File: config.mk
export PLATFORM = sky130hd
export DESIGN_NAME = uart_baud_and_multiproc_filter
export DESIGN_NICKNAME = d
export VERILOG_FILES = /design/src/pkg/uart_baud_pkg.sv /design/src/pkg/timer_if.sv /design/src/design/baud_timers.sv /design/src/design/uart_baud_and_multiproc_filter.sv
export SDC_FILE = /design/constraint.sdc
export NUM_CORES = 1
export LEC_CHECK = 0
export BUFFER_PORTS_ARGS = -buffer_cell sky130_fd_sc_hd__buf_2
export CAP_MARGIN = 20
export CELL_PAD_IN_SITES_DETAIL_PLACEMENT = 0
export CELL_PAD_IN_SITES_GLOBAL_PLACEMENT = 2
export CORE_MARGIN = 4
export CORE_UTILIZATION = 36
export CTS_CLUSTER_SIZE = 40
export DETAILED_ROUTE_END_ITERATION = 10
export PLACE_DENSITY = 0.9
export SETUP_SLACK_MARGIN = 0.3
export SLEW_MARGIN = 20
export SYNTH_ARGS = -nofsm -noshare
export SYNTH_HDL_FRONTEND = slang
export SYNTH_HIERARCHICAL = 1
export SYNTH_SLANG_ARGS = --single-unit
File: constraint.sdc
create_clock -name i_clk -period 3.8 [get_ports i_clk]
set_input_delay 0.57 -clock i_clk [delete_from_list [all_inputs] [get_ports i_clk]]
set_output_delay 0.57 -clock i_clk [all_outputs]
set_load 0.01 [all_outputs]
File: src/pkg/uart_baud_pkg.sv
// register map, field positions, reset values and divider counts
package uart_baud_pkg;
    localparam logic [3:0] A_SERIAL_CONTROL     = 4'h0;
    localparam logic [3:0] A_RX_BUFFER          = 4'h1;
    localparam logic [3:0] A_POWER_CONTROL      = 4'h2;
    localparam logic [3:0] A_TIMER1_CONTROL     = 4'h3;
    localparam logic [3:0] A_TIMER1_LOW         = 4'h4;
    localparam logic [3:0] A_TIMER1_RELOAD_HIGH = 4'h5;
    localparam logic [3:0] A_TIMER2_CONTROL     = 4'h6;
    localparam logic [3:0] A_TIMER2_RELOAD_LOW  = 4'h7;
    localparam logic [3:0] A_TIMER2_RELOAD_HIGH = 4'h8;
    localparam logic [3:0] A_TIMER2_COUNT_LOW   = 4'h9;
    localparam logic [3:0] A_TIMER2_COUNT_HIGH  = 4'ha;

    // serial_control
    localparam int SC_MODE      = 6;
    localparam int SC_MULTIPROC = 5;
    localparam int SC_RX_ENABLE = 4;
    localparam int SC_TX_NINTH  = 3;
    localparam int SC_RX_NINTH  = 2;
    localparam int SC_RESERVED  = 1;
    localparam int SC_RX_DONE   = 0;
    // power_control
    localparam int PC_BAUD_DOUBLE = 7;
    localparam int PC_SIX_CLOCK   = 0;
    // timer1 control
    localparam int T1_RUN     = 7;
    localparam int T1_COUNTER = 6;
    localparam int T1_FLAG    = 5;
    localparam int T1_MODE    = 0;
    // timer2_control
    localparam int T2_FLAG            = 7;
    localparam int T2_RX_CLOCK_SELECT = 5;
    localparam int T2_TX_CLOCK_SELECT = 4;
    localparam int T2_RUN             = 2;
    localparam int T2_COUNTER         = 1;

    localparam logic [7:0] RST_SERIAL_CONTROL = 8'h00;
    localparam logic [7:0] RST_TIMER_CONTROL  = 8'h00;
    localparam logic [7:0] RST_RELOAD         = 8'h00;
    localparam logic       RST_POWER_BIT      = 1'b0;

    localparam logic [1:0] MODE_0 = 2'h0;
    localparam logic [1:0] MODE_2 = 2'h2;
    localparam logic [1:0] T1_AUTO_RELOAD = 2'h2;

    // last count of the peripheral prescaler (divide by 12 or by 6)
    localparam logic [3:0] PRESCALE_12T = 4'hb;
    localparam logic [3:0] PRESCALE_6T  = 4'h5;
    // transmit bit clock is the sixteenth tick of the oversample clock
    localparam logic [3:0] TX_OVERSAMPLE_LAST = 4'hf;
endpackage

File: src/pkg/timer_if.sv
// carrier between the register side and the two baud timers
`timescale 1ns/1ps
interface timer_if;
    logic        t1_tick;
    logic        t1_run;
    logic [1:0]  t1_mode;
    logic        t1_wr_lo;
    logic        t1_wr_hi;
    logic [7:0]  wdata;
    logic [7:0]  t1_lo;
    logic [7:0]  t1_hi;
    logic        t1_ovf;
    logic        t2_tick;
    logic        t2_run;
    logic [15:0] t2_rld;
    logic [15:0] t2_cnt;
    logic        t2_ovf;
    modport ctl (output t1_tick, t1_run, t1_mode, t1_wr_lo, t1_wr_hi, wdata,
                 output t2_tick, t2_run, t2_rld,
                 input  t1_lo, t1_hi, t1_ovf, t2_cnt, t2_ovf);
    modport tmr (input  t1_tick, t1_run, t1_mode, t1_wr_lo, t1_wr_hi, wdata,
                 input  t2_tick, t2_run, t2_rld,
                 output t1_lo, t1_hi, t1_ovf, t2_cnt, t2_ovf);
endinterface

File: src/design/baud_timers.sv
// timer 1 (three running modes) and timer 2 (16-bit auto reload)
`timescale 1ns/1ps
module baud_timers
    import uart_baud_pkg::*;
(
    input  wire logic i_clk,
    input  wire logic i_rst,
    timer_if.tmr      tb
);
    logic [7:0]  lo_q;
    logic [7:0]  hi_q;
    logic [15:0] t2_q;

    wire logic        t1_en = tb.t1_tick & tb.t1_run;
    wire logic [16:0] sum16 = {1'b0, hi_q, lo_q} + 17'h1;
    wire logic [13:0] sum13 = {1'b0, hi_q, lo_q[4:0]} + 14'h1;
    wire logic [8:0]  sum8  = {1'b0, lo_q} + 9'h1;
    // mode 3 halts timer 1
    wire logic wrap = t1_en & ((tb.t1_mode == 2'h0) ? sum13[13] :
                               (tb.t1_mode == 2'h1) ? sum16[16] :
                               (tb.t1_mode == T1_AUTO_RELOAD) ? sum8[8] : 1'b0);
    // in auto reload the high byte is the reload value, not a count
    wire logic [7:0] lo_n = (tb.t1_mode == 2'h0) ? {lo_q[7:5], sum13[4:0]} :
                            (tb.t1_mode == 2'h1) ? sum16[7:0] :
                            (tb.t1_mode == T1_AUTO_RELOAD) ? (sum8[8] ? hi_q : sum8[7:0]) :
                            lo_q;
    wire logic [7:0] hi_n = (tb.t1_mode == 2'h0) ? sum13[12:5] :
                            (tb.t1_mode == 2'h1) ? sum16[15:8] : hi_q;
    wire logic [16:0] t2_sum = {1'b0, t2_q} + 17'h1;
    wire logic        t2_en  = tb.t2_tick & tb.t2_run;

    assign tb.t1_lo  = lo_q;
    assign tb.t1_hi  = hi_q;
    assign tb.t1_ovf = wrap;
    assign tb.t2_cnt = t2_q;
    assign tb.t2_ovf = t2_en & t2_sum[16];

    always_ff @(posedge i_clk) begin
        if (i_rst) begin
            lo_q <= RST_RELOAD;
            hi_q <= RST_RELOAD;
        end else begin
            lo_q <= tb.t1_wr_lo ? tb.wdata : (t1_en ? lo_n : lo_q);
            hi_q <= tb.t1_wr_hi ? tb.wdata : (t1_en ? hi_n : hi_q);
        end
    end

    always_ff @(posedge i_clk) begin
        if (i_rst) begin
            t2_q <= {RST_RELOAD, RST_RELOAD};
        end else if (t2_en) begin
            t2_q <= t2_sum[16] ? tb.t2_rld : t2_sum[15:0];
        end
    end
endmodule

File: src/design/uart_baud_and_multiproc_filter.sv
// uart baud clock generation, register port and multiprocessor receive filter
//
// How it works
// - timer1 baud: 2^double osc/(32*12*(256-reload))
// - timer2 baud: osc/(32*(65536-reload))
// - timer2 reload is high*256 plus low
// - six-clock mode doubles timer-sourced baud
// - timer2 baud mode suppresses its overflow flag
// - timer1 auto reload value lives in high byte
// - either clock select enters timer2 baud mode
// - timer1 any running mode, timer or counter
// - address filter only in modes 2, 3
// - ninth bit stored in rx_ninth_bit
// - multiproc set: only ninth bit 1 interrupts
// - mode 0 ignores multiproc_enable
// - mode 1 multiproc needs valid stop bit
// - mode 2 fixed osc/64 or osc/32, doubled; the code also doubles it in six-clock mode (osc/16 with both)
// - rx and tx sources selected independently
// - load only if done clear and filter passes
//
// Decided for this implementation: the plain strobed port and the placing of the registers.
`timescale 1ns/1ps
module uart_baud_and_multiproc_filter
    import uart_baud_pkg::*;
(
    input  wire logic       i_clk,
    input  wire logic       i_rst,
    input  wire logic [3:0] i_addr,
    input  wire logic [7:0] i_wdata,
    input  wire logic       i_wr,
    input  wire logic       i_rd,
    output logic      [7:0] o_rdata,
    input  wire logic       i_t1_event,
    input  wire logic       i_t2_event,
    input  wire logic       i_rx_frame_done,
    input  wire logic [7:0] i_rx_data,
    input  wire logic       i_rx_bit9,
    output logic            o_rx_tick16,
    output logic            o_tx_bit_tick,
    output logic      [1:0] o_mode,
    output logic            o_rx_enable,
    output logic            o_tx_ninth_bit,
    output logic            o_rx_done,
    output logic            o_t1_ovf_req,
    output logic            o_t2_ovf_req
);
    function automatic logic at(input logic [3:0] a, input logic [3:0] b);
        at = (a == b);
    endfunction

    // sh selects a period of 4, 2 or 1 clocks from the free counter
    function automatic logic period_hit(input logic [1:0] c, input logic [1:0] sh);
        period_hit = (sh == 2'h0) ? (c == 2'h3) : ((sh == 2'h1) ? c[0] : 1'b1);
    endfunction

    // mode 0 shift clock, mode 2 fixed clock, else the timer source
    function automatic logic pick(input logic [1:0] m, input logic s0,
                                  input logic s2, input logic sv);
        pick = (m == MODE_0) ? s0 : ((m == MODE_2) ? s2 : sv);
    endfunction

    timer_if tb ();

    baud_timers u_timers (
        .i_clk (i_clk),
        .i_rst (i_rst),
        .tb    (tb.tmr)
    );

    logic [7:0] serial_control_q;
    logic [7:0] serial_control_d;
    logic [7:0] rx_buf_q;
    logic       baud_double_bit_q;
    logic       six_q;
    logic [7:0] t1c_q;
    logic [7:0] t1c_d;
    logic [7:0] t2c_q;
    logic [7:0] t2c_d;
    logic [7:0] rld_lo_q;
    logic [7:0] rld_hi_q;
    logic [7:0] rdata_q;
    logic [3:0] pre_q;
    logic [1:0] fc_q;
    logic       ev1_q;
    logic       ev2_q;
    logic       t1_half_q;
    logic [3:0] txd_q;
    logic       rx_tick_q;
    logic       tx_tick_q;

    // write decode
    wire logic wr_sc  = i_wr & at(i_addr, A_SERIAL_CONTROL);
    wire logic wr_pc  = i_wr & at(i_addr, A_POWER_CONTROL);
    wire logic wr_t1c = i_wr & at(i_addr, A_TIMER1_CONTROL);
    wire logic wr_t2c = i_wr & at(i_addr, A_TIMER2_CONTROL);
    wire logic wr_rl  = i_wr & at(i_addr, A_TIMER2_RELOAD_LOW);
    wire logic wr_rh  = i_wr & at(i_addr, A_TIMER2_RELOAD_HIGH);

    // fields
    wire logic [1:0] mode = serial_control_q[SC_MODE+1:SC_MODE];
    wire logic       sm2  = serial_control_q[SC_MULTIPROC];
    wire logic       ri   = serial_control_q[SC_RX_DONE];
    wire logic rx_sel2 = t2c_q[T2_RX_CLOCK_SELECT];
    wire logic tx_sel2 = t2c_q[T2_TX_CLOCK_SELECT];
    wire logic baud2   = rx_sel2 | tx_sel2;

    // receive filter; in mode 1 the ninth input carries the stop bit
    wire logic filt_pass = (mode == MODE_0) | ~sm2 | i_rx_bit9;
    wire logic rx_accept = i_rx_frame_done & ~ri & filt_pass;
    wire logic rb8_load  = rx_accept & (mode != MODE_0);

    // a frame accepted in the clearing cycle still sets the done flag
    assign serial_control_d[7:SC_TX_NINTH] = wr_sc ? i_wdata[7:SC_TX_NINTH] : serial_control_q[7:SC_TX_NINTH];
    assign serial_control_d[SC_RX_NINTH]   = rb8_load ? i_rx_bit9 :
                                   (wr_sc ? i_wdata[SC_RX_NINTH] : serial_control_q[SC_RX_NINTH]);
    assign serial_control_d[SC_RESERVED]   = 1'b0;
    assign serial_control_d[SC_RX_DONE]    = rx_accept | (wr_sc ? i_wdata[SC_RX_DONE] : ri);

    // peripheral prescaler: osc/12, or osc/6 in six-clock mode
    wire logic [3:0] pre_last = six_q ? PRESCALE_6T : PRESCALE_12T;
    wire logic       pre_hit  = (pre_q == pre_last);

    // timer 1 counts prescaled clocks or falling edges of its event pin
    wire logic ev1_fall = ev1_q & ~i_t1_event;
    wire logic ev2_fall = ev2_q & ~i_t2_event;
    assign tb.t1_tick  = t1c_q[T1_COUNTER] ? ev1_fall : pre_hit;
    assign tb.t1_run   = t1c_q[T1_RUN];
    assign tb.t1_mode  = t1c_q[T1_MODE+1:T1_MODE];
    assign tb.t1_wr_lo = i_wr & at(i_addr, A_TIMER1_LOW);
    assign tb.t1_wr_hi = i_wr & at(i_addr, A_TIMER1_RELOAD_HIGH);
    assign tb.wdata    = i_wdata;

    // timer 2 counts osc/2, or osc in six-clock mode
    assign tb.t2_tick = t2c_q[T2_COUNTER] ? ev2_fall :
                        period_hit(fc_q, {six_q, ~six_q});
    assign tb.t2_run  = t2c_q[T2_RUN];
    assign tb.t2_rld  = {rld_hi_q, rld_lo_q};

    // oversample clocks: timer 1 halved unless baud_double_bit is set
    wire logic t1_16x = tb.t1_ovf & (baud_double_bit_q | t1_half_q);
    wire logic m2_16x = period_hit(fc_q, {baud_double_bit_q & six_q, baud_double_bit_q ^ six_q});
    wire logic rx_var = rx_sel2 ? tb.t2_ovf : t1_16x;
    wire logic tx_var = tx_sel2 ? tb.t2_ovf : t1_16x;
    wire logic rx_src = pick(mode, pre_hit, m2_16x, rx_var);
    wire logic tx_16x = pick(mode, 1'b0, m2_16x, tx_var);
    wire logic tx_src = (mode == MODE_0) ? pre_hit :
                        (tx_16x & (txd_q == TX_OVERSAMPLE_LAST));

    // overflow flags: hardware set wins over a software clear
    wire logic [7:0] t1c_w = wr_t1c ? i_wdata : t1c_q;
    wire logic [7:0] t2c_w = wr_t2c ? i_wdata : t2c_q;
    // timer 1 keeps flagging at the baud rate; software should mask it
    assign t1c_d = t1c_w | ({7'h00, tb.t1_ovf} << T1_FLAG);
    assign t2c_d = t2c_w | ({7'h00, tb.t2_ovf & ~baud2} << T2_FLAG);

    wire logic [7:0] power_control = ({7'h00, baud_double_bit_q} << PC_BAUD_DOUBLE) |
                            ({7'h00, six_q} << PC_SIX_CLOCK);

    // unmapped addresses read as zero
    wire logic [7:0] rd_mux =
        ({8{at(i_addr, A_SERIAL_CONTROL)}}     & serial_control_q)        |
        ({8{at(i_addr, A_RX_BUFFER)}}          & rx_buf_q)      |
        ({8{at(i_addr, A_POWER_CONTROL)}}      & power_control)          |
        ({8{at(i_addr, A_TIMER1_CONTROL)}}     & t1c_q)         |
        ({8{at(i_addr, A_TIMER1_LOW)}}         & tb.t1_lo)      |
        ({8{at(i_addr, A_TIMER1_RELOAD_HIGH)}} & tb.t1_hi)      |
        ({8{at(i_addr, A_TIMER2_CONTROL)}}     & t2c_q)         |
        ({8{at(i_addr, A_TIMER2_RELOAD_LOW)}}  & rld_lo_q)      |
        ({8{at(i_addr, A_TIMER2_RELOAD_HIGH)}} & rld_hi_q)      |
        ({8{at(i_addr, A_TIMER2_COUNT_LOW)}}   & tb.t2_cnt[7:0]) |
        ({8{at(i_addr, A_TIMER2_COUNT_HIGH)}}  & tb.t2_cnt[15:8]);

    always_ff @(posedge i_clk) begin
        if (i_rst) begin
            serial_control_q <= RST_SERIAL_CONTROL;
        end else begin
            serial_control_q <= serial_control_d;
        end
    end

    // buffer holds while the done flag is set
    always_ff @(posedge i_clk) begin
        if (i_rst) begin
            rx_buf_q <= RST_RELOAD;
        end else if (rx_accept) begin
            rx_buf_q <= i_rx_data;
        end
    end

    always_ff @(posedge i_clk) begin
        if (i_rst) begin
            baud_double_bit_q <= RST_POWER_BIT;
            six_q  <= RST_POWER_BIT;
        end else if (wr_pc) begin
            baud_double_bit_q <= i_wdata[PC_BAUD_DOUBLE];
            six_q  <= i_wdata[PC_SIX_CLOCK];
        end
    end

    always_ff @(posedge i_clk) begin
        if (i_rst) begin
            t1c_q <= RST_TIMER_CONTROL;
            t2c_q <= RST_TIMER_CONTROL;
        end else begin
            t1c_q <= t1c_d;
            t2c_q <= t2c_d;
        end
    end

    always_ff @(posedge i_clk) begin
        if (i_rst) begin
            rld_lo_q <= RST_RELOAD;
            rld_hi_q <= RST_RELOAD;
        end else begin
            rld_lo_q <= wr_rl ? i_wdata : rld_lo_q;
            rld_hi_q <= wr_rh ? i_wdata : rld_hi_q;
        end
    end

    always_ff @(posedge i_clk) begin
        if (i_rst) begin
            rdata_q <= 8'h00;
        end else begin
            rdata_q <= i_rd ? rd_mux : 8'h00;
        end
    end

    always_ff @(posedge i_clk) begin
        if (i_rst) begin
            pre_q <= 4'h0;
            fc_q  <= 2'h0;
        end else begin
            pre_q <= pre_hit ? 4'h0 : pre_q + 4'h1;
            fc_q  <= fc_q + 2'h1;
        end
    end

    // event samples start high, so a pin that is low as reset ends reads as a falling edge
    always_ff @(posedge i_clk) begin
        if (i_rst) begin
            ev1_q <= 1'b1;
            ev2_q <= 1'b1;
        end else begin
            ev1_q <= i_t1_event;
            ev2_q <= i_t2_event;
        end
    end

    always_ff @(posedge i_clk) begin
        if (i_rst) begin
            t1_half_q <= 1'b0;
            txd_q     <= 4'h0;
        end else begin
            t1_half_q <= t1_half_q ^ tb.t1_ovf;
            txd_q     <= tx_16x ? txd_q + 4'h1 : txd_q;
        end
    end

    // ticks are registered, one clock behind their source
    always_ff @(posedge i_clk) begin
        if (i_rst) begin
            rx_tick_q <= 1'b0;
            tx_tick_q <= 1'b0;
        end else begin
            rx_tick_q <= rx_src;
            tx_tick_q <= tx_src;
        end
    end

    assign o_rdata        = rdata_q;
    assign o_rx_tick16    = rx_tick_q;
    assign o_tx_bit_tick  = tx_tick_q;
    assign o_mode         = mode;
    assign o_rx_enable    = serial_control_q[SC_RX_ENABLE];
    assign o_tx_ninth_bit = serial_control_q[SC_TX_NINTH];
    assign o_rx_done      = ri;
    assign o_t1_ovf_req   = t1c_q[T1_FLAG];
    assign o_t2_ovf_req   = t2c_q[T2_FLAG];

    wire logic m2_slow   = (mode == MODE_2) & ~baud_double_bit_q & ~six_q;
    wire logic hold_sc   = ~wr_sc;
    // a rate or mode write reaches the tick stream one clock late, so the
    // period check only runs over windows that no such write disturbs
    wire logic cfg_quiet = ~wr_sc & ~wr_pc;
endmodule

# [After elaboration in Yosys (flattened, before gate mapping)]
# Index checks and enable logic that the tools add are counted.
# Widths: inputs -> output; s select.
[totals] reg_bits=105 out_inout_bits=17 input_bits=28 elab_cells=159
[op_classes] n_addsub=7 n_mux=33 bitwise_logic=59 reduce_logical=17 n_eq_ne=19
[op_table] operator="$mux 8" count=12
[op_table] operator="$and 8x8->8" count=11
[op_table] operator="$or 8x8->8" count=11
[op_table] operator="$add 16x1->17 const B" count=2
[op_table] operator="$and 1x1->1" count=21
[op_table] operator="$mux 1" count=19
[op_table] operator="$eq 4x3->1 const B" count=4
[op_table] operator="$eq 4x4->1 const B" count=4
[op_table] operator="$mux 16" count=1
[op_table] operator="$add 13x1->14 const B" count=1
[op_table] operator="$add 8x1->9 const B" count=1
[op_table] operator="$add 4x1->4 const B" count=2
[op_table] operator="$eq 4x2->1 const B" count=2
[op_table] operator="$logic_not 2->1" count=4
[op_table] operator="$or 8x1->8" count=1
[op_table] operator="$or 8x6->8" count=1
[op_table] operator="$reduce_bool 2->1" count=4
[op_table] operator="$not 1->1" count=7
[op_table] operator="$eq 2x1->1 const B" count=3
[op_table] operator="$eq 2x2->1 const B" count=3
[op_table] operator="$reduce_bool 3->1" count=2
[op_table] operator="$or 1x1->1" count=5
[op_table] operator="$eq 4x1->1 const B" count=1
[op_table] operator="$eq 4x4->1" count=1
[op_table] operator="9 further kinds" count=12

# [Depth between registers and ports, before layout]
# Gate-level depths: netlist (run 1).
[logic_depth] depth_word=12 depth_mapped=13 ltp_nobuf=13

# [Cells and area by module]
# Netlist (run 1), hierarchy kept.
[modules_own_cells] mod="uart_baud_and_multiproc_filter" seq_area_each_um2=1441.4 area_per_inst_um2=3512.1 n_inst=1 cells_each=411
[modules_own_cells] mod="baud_timers" seq_area_each_um2=640.6 area_per_inst_um2=2301.0 n_inst=1 cells_each=299

# [Worst setup path after synthesis (run 1)]
# No wires, ideal clock.
[synth_timing] path_kind="reg-to-reg" from="register six_q" to="register tx_tick_q, in the netlist o_tx_bit_tick" path_buffers=0 synth_period_minus_slack_ns=3.089 t_arrival_ns=3.019 setup_ns=0.070 slack_ns=0.711 stages_incl_launch_ff=14 required_time_ns=3.730 path_cell_list="dfxtp_1 -> inv_1 -> nor4b_1 -> o21a_1 -> inv_1 -> o22ai_1 -> and2_1 -> nand2_1 -> nor4_1 -> o21ai_0 -> o21ai_0 -> a21oi_2 -> or4b_1 -> a21oi_1"
[synth_between] word_cells_on_any_way=25 classes_between="3 x eq/ne; 11 x mux; 9 x bitwise; 2 x reduce/logical"
[synth_rtl] element="from (decl)" line="uart_baud_and_multiproc_filter.sv:74" rtl="logic six_q;"
[synth_rtl] element="from (signal assigned)" line="uart_baud_and_multiproc_filter.sv:196" rtl="six_q <= i_wdata[PC_SIX_CLOCK];"
[synth_rtl] element="$mux 4" line="uart_baud_and_multiproc_filter.sv:120" rtl="wire logic [3:0] pre_last = six_q ? PRESCALE_6T : PRESCALE_12T;"
[synth_rtl] element="$eq 4x4->1" line="uart_baud_and_multiproc_filter.sv:121" rtl="wire logic pre_hit = (pre_q == pre_last);"
[synth_rtl] element="$mux 1" line="uart_baud_and_multiproc_filter.sv:126" rtl="assign tb.t1_tick = t1c_q[T1_COUNTER] ? ev1_fall : pre_hit;"
[synth_rtl] element="net tb.t1_tick" line="timer_if.sv:4" rtl="logic t1_tick;"
[synth_rtl] element="$and 1x1->1" line="baud_timers.sv:14" rtl="wire logic t1_en = tb.t1_tick & tb.t1_run;"
[synth_rtl] element="$and 1x1->1" line="baud_timers.sv:19" rtl="wire logic wrap = t1_en & ((tb.t1_mode == 2'h0) ? sum13[13] :"
[synth_rtl] element="net tb.t1_ovf" line="timer_if.sv:12" rtl="logic t1_ovf;"
[synth_rtl] element="$and 1x1->1" line="uart_baud_and_multiproc_filter.sv:140" rtl="wire logic t1_16x = tb.t1_ovf & (baud_double_bit_q | t1_half_q);"
[synth_rtl] element="$mux 1" line="uart_baud_and_multiproc_filter.sv:143" rtl="wire logic tx_var = tx_sel2 ? tb.t2_ovf : t1_16x;"
[synth_rtl] element="$mux 1 (2 in series)" line="uart_baud_and_multiproc_filter.sv:59" rtl="pick = (m == MODE_0) ? s0 : ((m == MODE_2) ? s2 : sv);"
[synth_rtl] element="$and 1x1->1" line="uart_baud_and_multiproc_filter.sv:147" rtl="(tx_16x & (txd_q == TX_OVERSAMPLE_LAST));"
[synth_rtl] element="$mux 1" line="uart_baud_and_multiproc_filter.sv:146" rtl="wire logic tx_src = (mode == MODE_0) ? pre_hit :"
[synth_rtl] element="to (signal assigned)" line="uart_baud_and_multiproc_filter.sv:266" rtl="tx_tick_q <= tx_src;"
[synth_rtl] element="to (decl)" line="uart_baud_and_multiproc_filter.sv:89" rtl="logic tx_tick_q;"
# The timed path passes the listed nets, and every way through them passes these cells.
# A chain may end at the register's enable or synchronous reset.

# [Final worst setup path (run 1)]
# Same ends and word-level chain as after synthesis.

==> flow_summary_export.csv, run 1 <==
group,metric,value,unit
worst_setup_path,timing.reg2reg.setup_slack,0.50,ns
global_route,grt_pass1_vias,5454,
power_and_ir_drop,power_density,362,nW/µm²
worst_setup_path,critPathKind,"reg -> reg",
global_route,grt_pass1_wl,30900,µm
worst_setup_path,crit_family,"simple AND/OR/NAND/NOR gates",
power_and_ir_drop,cellLeakagePower,2.39,nW
cells_and_area,layout.cells.most_common,"dfxtp_1",
placed_design,place_area,6140,µm²
cells_and_area,nets,761,
route,wl_per_cell,20.9,µm
placed_design,hpwl,14100,µm
placed_design,gp_congestion,0.939,
global_route,grt_max_degree,51,
global_route,grt_overflow,0,
cells_and_area,n_fill_cell,1612,
floorplanning,core,15800,µm²
hold_path,hold_class,"in -> reg",
floorplanning,dieWidth,135,µm
timing,fmax,303,MHz
synth,ys_ff_latch,104,
synth,synth_fp_nets,744,
route,drt_pre_antenna_iters,7,
cells_and_area,design_area,6470,µm²
worst_setup_path,path_common_cell,"inv_1",
worst_setup_path,start_kind,"register",
timing,worstMarginPinSlew,1.09,ns
clock_tree,cts_buffer_depth,2,
route,viasPerCell,6.06,
timing,grt_setup_unrepaired,"false",
worst_setup_path,crit_path_max_fanout,7,
floorplanning,die_h,135,µm
worst_setup_path,critical_path_required,4.09,ns
route,vias,5747,
power_and_ir_drop,fin_total_pwr,2.35,mW
clock_tree,clk_latency,0.36,ns
floorplanning,start_util,36.7,%
power_and_ir_drop,ir_drop,0.252,mV
synth,ys_types,76,
global_route,grt_use_total,21.6,%
clock_tree,numCtsBuffers,9,
synth,netlist_area,5810,µm²
timing,relSlewSlack,26.9,%
timing,fin_tns_setup,0,ns
timing,setup_viol,0,
cells_and_area,final_cell_mix,"104 x dfxtp_1, 71 x nor2_1, 56 x nand2_1",
synth,synth-seq-area-share,35.8,%
route,drc,0,
worst_setup_path,cp_slowest_cell,"or4b_1",
route,wl,19800,µm
synth,async_flop_share,0,%
synth,synth_edf_count,0,
timing,min_period,3.30,ns
synth,synth_flop_cell,"dfxtp_1",
clock_tree,cts-root-buf,"clkbuf_16",
placed_design,io_buffers,44,
worst_setup_path,end_kind,"register",
worst_setup_path,cp.buffers_inverters,3,
cells_and_area,syn2layout_area_growth,11.4,%
global_route,antenna_found_initial,0,
timing,hold_viol_final,0,
timing,drv_slew,0,
clock_tree,clock_sinks,104,
cells_and_area,antennaDiodeCount,0,
worst_setup_path,worstPathArrival,3.60,ns
synth,ys_warn_count,6,
floorplanning,num_io_pins,45,
floorplanning,die_area,18200,µm²
worst_setup_path,crit_chain,"inv_1 > nor4b_1 > o21a_1 > inv_1 > o22ai_2 > and2_1 > nand2_1 > nor4_2 > buf_4 > o21ai_0 > o21ai_1 > a21oi_2 > or4b_1 > a21oi_1",
worst_setup_path,slowest_delay,0.54,ns
flow_run,maxCapViolCount,0,
synth,synthCells,710,
cells_and_area,drive_gt1_share,13.9,%
clock_tree,cts_tree,"done",
route,ant_nets,0,
synth,syn-mean-instance-area,8.19,µm²
clock_tree,htreeDepth,3,
timing,skew,0.00742,ns
outcome,status,"completed",
clock_tree,clkTransAtPathRegs,0.08,ns
timing,finalCritPeriodShare,86.9,%
route,first_iter_violations,594,
floorplanning,rows,46,
-- cell usage after synthesis, drive strengths merged, types with 6 or more instances --
cell / number / area (µm²)
mux2: 7 / 78.8
a22oi: 11 / 82.6
a21oi: 47 / 246
o21ai: 31 / 155
mux2i: 41 / 410
a311oi: 9 / 78.8
nor2: 72 / 273
inv: 22 / 82.6
nand2: 57 / 216
and3: 20 / 125
buf: 26 / 154
o211ai: 6 / 45.0
nand3: 47 / 250
a211oi: 11 / 82.6
or2: 6 / 37.5
and4: 8 / 72.6
nor2b: 13 / 88.8
nor4: 6 / 37.5
dfxtp: 104 / 2080
nor3: 15 / 80.1
a22o: 7 / 61.3
o22ai: 6 / 37.5
ha: 6 / 75.1
clkbuf: 22 / 83.8
nand4: 9 / 71.3
a31oi: 20 / 125
and2: 7 / 43.8
-- per-stage QoR --
step           utilization [%]  instances  setup slack (ns)  hold WS (ns)
3_3_place_gp              38.8        931             0.529         0.454
4_1_cts                   40.8        947             0.349         0.403
2_1_floorplan                -        710             0.711         0.430
5_1_grt                   40.9        948             0.281         0.421
6_report                  40.9        948             0.499         0.412
3_5_place_dp              38.8        931             0.384         0.477
-- state kept, by name, indices dropped and copies added (netlist names), 2 cells and up --
register / cells
u_timers/tb.t2_cnt: 16
o_rdata: 8
rld_hi_q: 8
rld_lo_q: 8
rx_buf_q: 8
t1c_q: 8
t2c_q: 8
u_timers/tb.t1_hi: 8
u_timers/tb.t1_lo: 8
serial_control_q: 7
pre_q: 4
txd_q: 4
fc_q: 2
-- worst paths after layout --
path / startpoint / endpoint / depth (start not counted)
worst max-delay path: six_q / o_tx_bit_tick / 14
worst min-delay path: i_t2_event / ev2_q / 2
worst max register to register: six_q / o_tx_bit_tick / 14
worst min register to register: serial_control_q[4] / serial_control_q[4] / 2
-- per-layer routing --
layer  vias up  track usage (%)  wire [µm]
li1       2675                -          -
met1      2795             29.0       8600
met2       227             35.0       9240
met3        50             3.43       1360
met4         0             8.12        631
met5         -                0          0
-- what timing repair did --
action,in CTS,in global routing
setup endpoints to repair,0,3
resized for setup,0,3
setup buffers,0,1
hold buffers,0,0
endpoints found under the hold margin,0,0
-- power by group --
group / internal [mW] / switching (mW)
logic: 0.0698 / 0.131
registers: 1.12 / 0.0353
clock network: 0.540 / 0.452
total: 1.73 / 0.619
-- cell type report --
| type | count | area (µm²) | area share (%) |
|---|---|---|---|
| well taps | 216 | 270 | 4.17 |
| clock buffers | 10 | 239 | 3.69 |
| clock inverters | 6 | 73.8 | 1.14 |
| flip-flops and latches | 104 | 2080 | 32.2 |
| repair buffers | 54 | 295 | 4.56 |
| inverters | 22 | 82.6 | 1.28 |
| multi-input cells | 536 | 3430 | 53.0 |
-- worst register-to-register path, stage by stage, from the launching register on --
cell and delay [ns]:
dfxtp_1 0.40, inv_1 0.11, nor4b_1 0.34, o21a_1 0.22, inv_1 0.06, o22ai_2 0.20
and2_1 0.22, nand2_1 0.14, nor4_2 0.28, buf_4 0.17, o21ai_0 0.10, o21ai_1 0.18
a21oi_2 0.13, or4b_1 0.54, a21oi_1 0.14
-- kinds of logic (layout without fill, tap and decap cells) --
kind of cell / Yosys count / after routing / synth area share [%]
adder cells (fa/ha/maj): 6 / 6 / 1.29
flip-flops: 104 / 104 / 35.8
AND/OR/NAND/NOR: 283 / 283 / 25.5
buffers and inverters: 70 / 92 / 5.51
multiplexers: 48 / 48 / 8.42
AO/OA/AOI/OAI: 194 / 194 / 22.7
XOR/XNOR: 5 / 5 / 0.753
Power figures use the tool's default switching activity.
==> run 2, diff against run 1 <==
--- a/config.mk
+++ b/config.mk
@@ -5,15 +5,17 @@
 export SDC_FILE = /design/constraint.sdc
 export NUM_CORES = 1
 export LEC_CHECK = 0
+export ABC_AREA = 1
 export BUFFER_PORTS_ARGS = -buffer_cell sky130_fd_sc_hd__buf_2
 export CAP_MARGIN = 20
 export CELL_PAD_IN_SITES_DETAIL_PLACEMENT = 0
 export CELL_PAD_IN_SITES_GLOBAL_PLACEMENT = 2
 export CORE_MARGIN = 4
-export CORE_UTILIZATION = 36
+export CORE_UTILIZATION = 33
 export CTS_CLUSTER_SIZE = 40
 export DETAILED_ROUTE_END_ITERATION = 10
-export PLACE_DENSITY = 0.9
+export PLACE_DENSITY = 0.91
+export RECOVER_POWER = 50
 export SETUP_SLACK_MARGIN = 0.3
 export SLEW_MARGIN = 20
 export SYNTH_ARGS = -nofsm -noshare
==> flow_summary_export.csv, run 2 <==
group,metric,value,unit
outcome,status,"finished, violations left",
outcome,failed_checks,"capacitance limit, slew limit",
power_and_ir_drop,p_int,1.61,mW
cells_and_area,design_area,6440,µm²
global_route,grt_use_total,20.3,%
clock_tree,clkTransAtPathRegs,0.08,ns
synth,synth.most_common_cell,"nand2_1",
floorplanning,rows,48,
flow_run,maxCapViolCount,1,
worst_setup_path,r2r_cells,15,
synth,synth_fp_nets,933,
cells_and_area,final_cell_mix,"210 x nand2_1, 141 x nand3_1, 108 x inv_1",
timing,fin_tns_setup,0,ns
timing,setup_viol,0,
synth,synth_common_cells,"210 x nand2_1, 141 x nand3_1, 108 x inv_1",
floorplanning,dieWidth,140,µm
timing,hold_slack,0.387,ns
cells_and_area,n_fill_cell,1906,
synth,synthAdderAreaFrac,1.30,%
power_and_ir_drop,cellLeakagePower,2.69,nW
route,vias,5950,
synth,synth_flop_cell,"dfxtp_1",
clock_tree,clock_sinks,104,
placed_design,place_inst,1148,
clock_tree,ctsHoldBuffers,0,
timing,grt_setup_unrepaired,"false",
worst_setup_path,worstReg2RegEnd,"txd_q[2]",
cells_and_area,drive_gt1_share,7.57,%
power_and_ir_drop,p_sw_share,27.5,%
placed_design,io_buffers,44,
global_route,grt_pass1_vias,5383,
synth,synth_top_family_by_area,"simple AND/OR/NAND/NOR gates",
route,ant_nets,0,
synth,syn-mean-instance-area,6.42,µm²
cells_and_area,largest_register_ffs,16,
placed_design,place_ws,0.780,ns
route,wl,20000,µm
floorplanning,die_area,19700,µm²
cells_and_area,nets,968,
placed_design,hpwl,14700,µm
clock_tree,cts_tree,"done",
synth,ys_warn_count,6,
cells_and_area,layout.cells.most_common,"nand2_1",
worst_setup_path,critical_path_required,4.07,ns
global_route,grt_pass1_wl,30900,µm
global_route,antenna_found_initial,0,
timing,finalCritPeriodShare,73.7,%
timing,hold_viol_final,0,
placed_design,gp_congestion,0.852,
global_route,grt_max_degree,40,
synth,synth_area_leaders,"dfxtp_1 36%, nand2_1 14%, nand3_1 12%, a21oi_1 7.2%, inv_1 7.0%",
timing,fmax,357,MHz
clock_tree,cts_resized,0,
power_and_ir_drop,pwr-share-comb,7.9,%
worst_setup_path,worstPathArrival,3.07,ns
synth,synthCells,899,
synth,synth-simple-area-share,36.4,%
synth,ys_types,34,
worst_setup_path,critPathKind,"reg -> reg",
clock_tree,clk_latency,0.36,ns
global_route,grt_overflow,0,
floorplanning,start_util,33.5,%
synth,synth_compound_area_share,14.1,%
timing,min_period,2.80,ns
hold_path,hold_depth,3,
hold_path,hold_class,"in -> reg",
synth,synth.top_cell.area_share,36.1,%
hold_path,hold_end,"ev1_q",
cells_and_area,syn2layout_area_growth,11.6,%
floorplanning,die_h,140,µm
cells_and_area,fin_util,37.4,%
cells_and_area,antennaDiodeCount,0,
synth,synth-seq-area-share,36.1,%
route,first_iter_violations,485,
timing,skew,0.0121,ns
power_and_ir_drop,power_density,345,nW/µm²
clock_tree,cts-root-buf,"clkbuf_16",
synth,synth_edf_count,0,
cells_and_area,final-seq-area,2080,µm²
clock_tree,numCtsBuffers,9,
synth,ys_ff_latch,104,
cells_and_area,finalNonFillerCells,1163,
power_and_ir_drop,fin_total_pwr,2.22,mW
power_and_ir_drop,power_frac_seq,51.1,%
timing,worstMarginPinSlew,1.96,ns
cells_and_area,multi_input_area,3120,µm²
clock_tree,htreeDepth,3,
floorplanning,num_io_pins,45,
worst_setup_path,crit_path_max_fanout,16,
hold_path,hp-start,"i_t1_event",
route,drc,0,
clock_tree,cts_buffer_depth,2,
worst_setup_path,end_kind,"register",
route,drt_pre_antenna_iters,5,
worst_setup_path,r2r-start,"six_q",
synth,synth.area.mux_share,0,%
synth,netlist.top_cell.by_area,"dfxtp_1",
route,viasPerCell,5.12,
worst_setup_path,start_kind,"register",
floorplanning,core,17200,µm²
power_and_ir_drop,clkPwrFrac,41.1,%
placed_design,place_area,6200,µm²
synth,netlist_area,5770,µm²
timing,drv_slew,40,
synth,async_flop_share,0,%
synth,synth_xor_area_share,2.43,%
clock_tree,postCtsSetupBuffers,0,
power_and_ir_drop,switching_power,0.610,mW
power_and_ir_drop,ir_drop,0.217,mV
timing,relSlewSlack,-31.0,%
route,wl_per_cell,17.2,µm
timing,fin_ws,0.998,ns
worst_setup_path,timing.reg2reg.setup_slack,1.0,ns
-- run 2: cell families (layout without fill, tap and decap cells) --
| logic type | Yosys count | count (layout) |
|---|---|---|
| fa+ha+maj | 6 | 6 |
| buf+inv | 140 | 179 |
| compound gates | 154 | 154 |
| simple gates | 479 | 479 |
| xor+xnor | 16 | 16 |
| flops | 104 | 104 |
-- run 2: routing by layer --
layer  global-route usage [%]  share of wire, %  up-vias  routed length, µm
met5                        0                 0        -                  0
met4                     7.45               2.7        0                546
met3                     3.00               4.7       35                944
met2                     32.8                46      169               9280
met1                     27.5                46     2730               9210
li1                         -                 -     3016                  -
-- run 2: layout make-up --
class,instances,share of cell area (%)
inverter,110,6.41
multi-input combinational,655,48.5
sequential,104,32.3
tap,225,4.37
clock inverter,6,0.835
clock buffer,9,3.50
timing repair buffer,54,4.10
-- run 2: worst max-delay path, cell delays in order, from the launching register on --
cell and delay (ns):
dfxtp_1 0.35, inv_1 0.10, a31oi_1 0.28, nand2_1 0.44, inv_1 0.19, nand3_1 0.14
nor2_2 0.19, nand2_1 0.11, inv_1 0.17, inv_1 0.08, a21oi_1 0.12, nand2_1 0.10
nand2_1 0.19, nand3_1 0.11, nand2_1 0.07, nor2_1 0.05
-- run 2: worst max-delay path by stage --
stage | from | endpoint | slack, ns
floorplan | i_t2_event | txd_q[2] | 1.64
CTS | six_q | txd_q[2] | 1.09
detailed placement | i_t2_event | txd_q[2] | 0.78
global placement | i_t2_event | txd_q[2] | 0.86
global route | six_q | txd_q[2] | 0.78
finish | six_q | txd_q[2] | 1.0
-- run 2: power groups by stage --
stage,combinational (mW),clock [mW],sequential [mW]
final,0.175,0.912,1.14
after global routing,0.193,0.980,1.14
after CTS,0.179,0.936,1.13
after detailed placement,0.178,0,1.16
after global placement,0.178,0,1.16
after floorplan,0.102,0,1.15
==> run 3, diff against run 2 <==
==> constraint.sdc (replaced) <==
create_clock -name i_clk -period 2.8 [get_ports i_clk]
set_input_delay 0.42 -clock i_clk [delete_from_list [all_inputs] [get_ports i_clk]]
set_output_delay 0.42 -clock i_clk [all_outputs]
set_load 0.01 [all_outputs]
==> flow_summary_export.csv, run 3 (synthesis results as in run 2) <==
group,metric,value,unit
outcome,status,"finished, violations left",
outcome,failed_checks,"capacitance limit, slew limit",
placed_design,gp_congestion,0.904,
clock_tree,clock_sinks,104,
global_route,grt_pass1_vias,5693,
cells_and_area,antennaDiodeCount,0,
floorplanning,start_util,33.5,%
route,drt_pre_antenna_iters,7,
timing,setup_viol,0,
worst_setup_path,timing.reg2reg.setup_slack,0.52,ns
flow_run,maxCapViolCount,1,
worst_setup_path,crit_chain,"inv_1 > a31oi_2 > nand2_1 > inv_1 > nand3_1 > nor2_4 > nand2_1 > inv_1 > inv_1 > a21oi_1 > nand2_1 > nand2_2 > nand3_1 > nand2_1 > nor2_1",
worst_setup_path,r2r_cells,15,
power_and_ir_drop,clkPwrFrac,40.7,%
global_route,grt_pass1_wl,31900,µm
timing,relSlewSlack,-4.09,%
power_and_ir_drop,switching_power,0.829,mW
timing,skew,0.0103,ns
worst_setup_path,worstPathArrival,2.54,ns
hold_path,hold_end,"ev1_q",
placed_design,io_buffers,44,
floorplanning,rows,48,
global_route,antenna_found_initial,0,
timing,grt_setup_unrepaired,"false",
worst_setup_path,r2r-start,"six_q",
clock_tree,postCtsSetupBuffers,0,
power_and_ir_drop,power_density,460,nW/µm²
floorplanning,num_io_pins,45,
clock_tree,htreeDepth,3,
cells_and_area,final-seq-area,2080,µm²
global_route,grt_overflow,0,
clock_tree,clk_latency,0.37,ns
power_and_ir_drop,p_sw_share,27.5,%
global_route,grt_max_degree,52,
power_and_ir_drop,cellLeakagePower,2.77,nW
floorplanning,die_area,19700,µm²
worst_setup_path,end_kind,"register",
floorplanning,die_h,140,µm
hold_path,hp-start,"i_t1_event",
cells_and_area,multi_input_area,3160,µm²
worst_setup_path,critical_path_required,3.06,ns
cells_and_area,layout.cells.most_common,"nand2_1",
clock_tree,cts_buffer_depth,2,
timing,fin_tns_setup,0,ns
floorplanning,dieWidth,140,µm
power_and_ir_drop,ir_drop,0.304,mV
global_route,grt_use_total,20.7,%
clock_tree,cts-root-buf,"clkbuf_16",
clock_tree,cts_tree,"done",
route,vias,6032,
timing,drv_slew,35,
cells_and_area,drive_gt1_share,9.27,%
timing,hold_slack,0.241,ns
worst_setup_path,worstReg2RegEnd,"txd_q[2]",
timing,hold_viol_final,0,
cells_and_area,n_fill_cell,1936,
worst_setup_path,slowest_delay,0.36,ns
timing,worstMarginPinSlew,1.56,ns
route,drc,0,
clock_tree,numCtsBuffers,9,
power_and_ir_drop,p_int,2.19,mW
worst_setup_path,cp_slowest_cell,"dfxtp_1",
placed_design,hpwl,14600,µm
worst_setup_path,crit_path_max_fanout,7,
route,ant_nets,0,
timing,finalCritPeriodShare,81.4,%
cells_and_area,largest_register_ffs,16,
route,wl,20300,µm
cells_and_area,nets,979,
timing,min_period,2.28,ns
clock_tree,ctsHoldBuffers,0,
route,wl_per_cell,17.3,µm
hold_path,hold_depth,3,
cells_and_area,final_cell_mix,"209 x nand2_1, 141 x nand3_1, 108 x inv_1",
route,viasPerCell,5.14,
clock_tree,clkTransAtPathRegs,0.08,ns
worst_setup_path,critPathKind,"reg -> reg",
route,first_iter_violations,373,
worst_setup_path,start_kind,"register",
power_and_ir_drop,power_frac_seq,51.1,%
hold_path,hold_class,"in -> reg",
cells_and_area,syn2layout_area_growth,13.5,%
timing,fmax,439,MHz
power_and_ir_drop,pwr-share-comb,8.2,%
floorplanning,core,17200,µm²
==> run 3: changes by cell type in the layout (fill, tap and decap cells not counted), sizes merged <==
cell | previous run | this run
buf | 33 | 44
clkinv | 2 | 5
clkinvlp | 3 | 0
==> run 3: worst max-delay path, delay by kind of cell (launching register included) <==
| family | cells | cell delay (ns) |
|---|---|---|
| AND/OR/NAND/NOR | 9 | 1.00 |
| buffers and inverters | 4 | 0.44 |
| AO/OA/AOI/OAI | 2 | 0.38 |
| flip-flops | 1 | 0.36 |
==> run 3: power by group through the flow <==
stage	clock network [mW]	logic (mW)	registers, mW
floorplan	0	0.138	1.57
global placement	0	0.248	1.57
detailed placement	0	0.247	1.57
CTS	1.25	0.248	1.54
global route	1.31	0.273	1.54
finish	1.23	0.247	1.54
==> run 3: area by class of cell <==
class,count,share of cell area [%]
multi-input cells,655,48.2
flip-flops and latches,104,31.8
inverters,110,6.30
repair buffers,65,5.27
well taps,225,4.30
clock buffers,9,3.44
clock inverters,6,0.688
==> run 3: repair_timing <==
item | 4_1_cts | 5_1_grt
endpoints found under the hold margin | 0 | 0
endpoints found under the setup margin | 0 | 6
gates resized for setup | 0 | 8
==> run 3: through the flow <==
step                area (µm²)  power [mW]  util [%]  instances  setup WS [ns]
finish                    6550        3.01      38.0       1174          0.520
global route              6550        3.13      38.0       1174          0.303
CTS                       6560        3.04      38.0       1174          0.345
detailed placement        6290        1.82      36.5       1159          0.343
global placement          6290        1.82      36.5       1159          0.393
floorplan                 5770        1.70         -        899          0.683
==> run 3: routing by layer <==
metal | part of all wire [%] | up-vias | global-route usage (%)
li1 | - | 3035 | -
met1 | 46 | 2782 | 28.2
met2 | 46 | 179 | 33.3
met3 | 5.5 | 36 | 3.69
met4 | 2.4 | 0 | 7.04
met5 | 0 | - | 0
==> run 3: worst max-delay path by stage <==
| stage | from | endpoint | slack [ns] | cells past startpoint |
|---|---|---|---|---|
| floorplan | pre_q[2] | txd_q[2] | 0.68 | 14 |
| detailed placement | i_t2_event | txd_q[2] | 0.34 | 17 |
| global route | six_q | txd_q[2] | 0.30 | 15 |
| finish | six_q | txd_q[2] | 0.52 | 15 |
| CTS | pre_q[2] | txd_q[2] | 0.35 | 14 |
| global placement | i_t2_event | txd_q[2] | 0.39 | 17 |
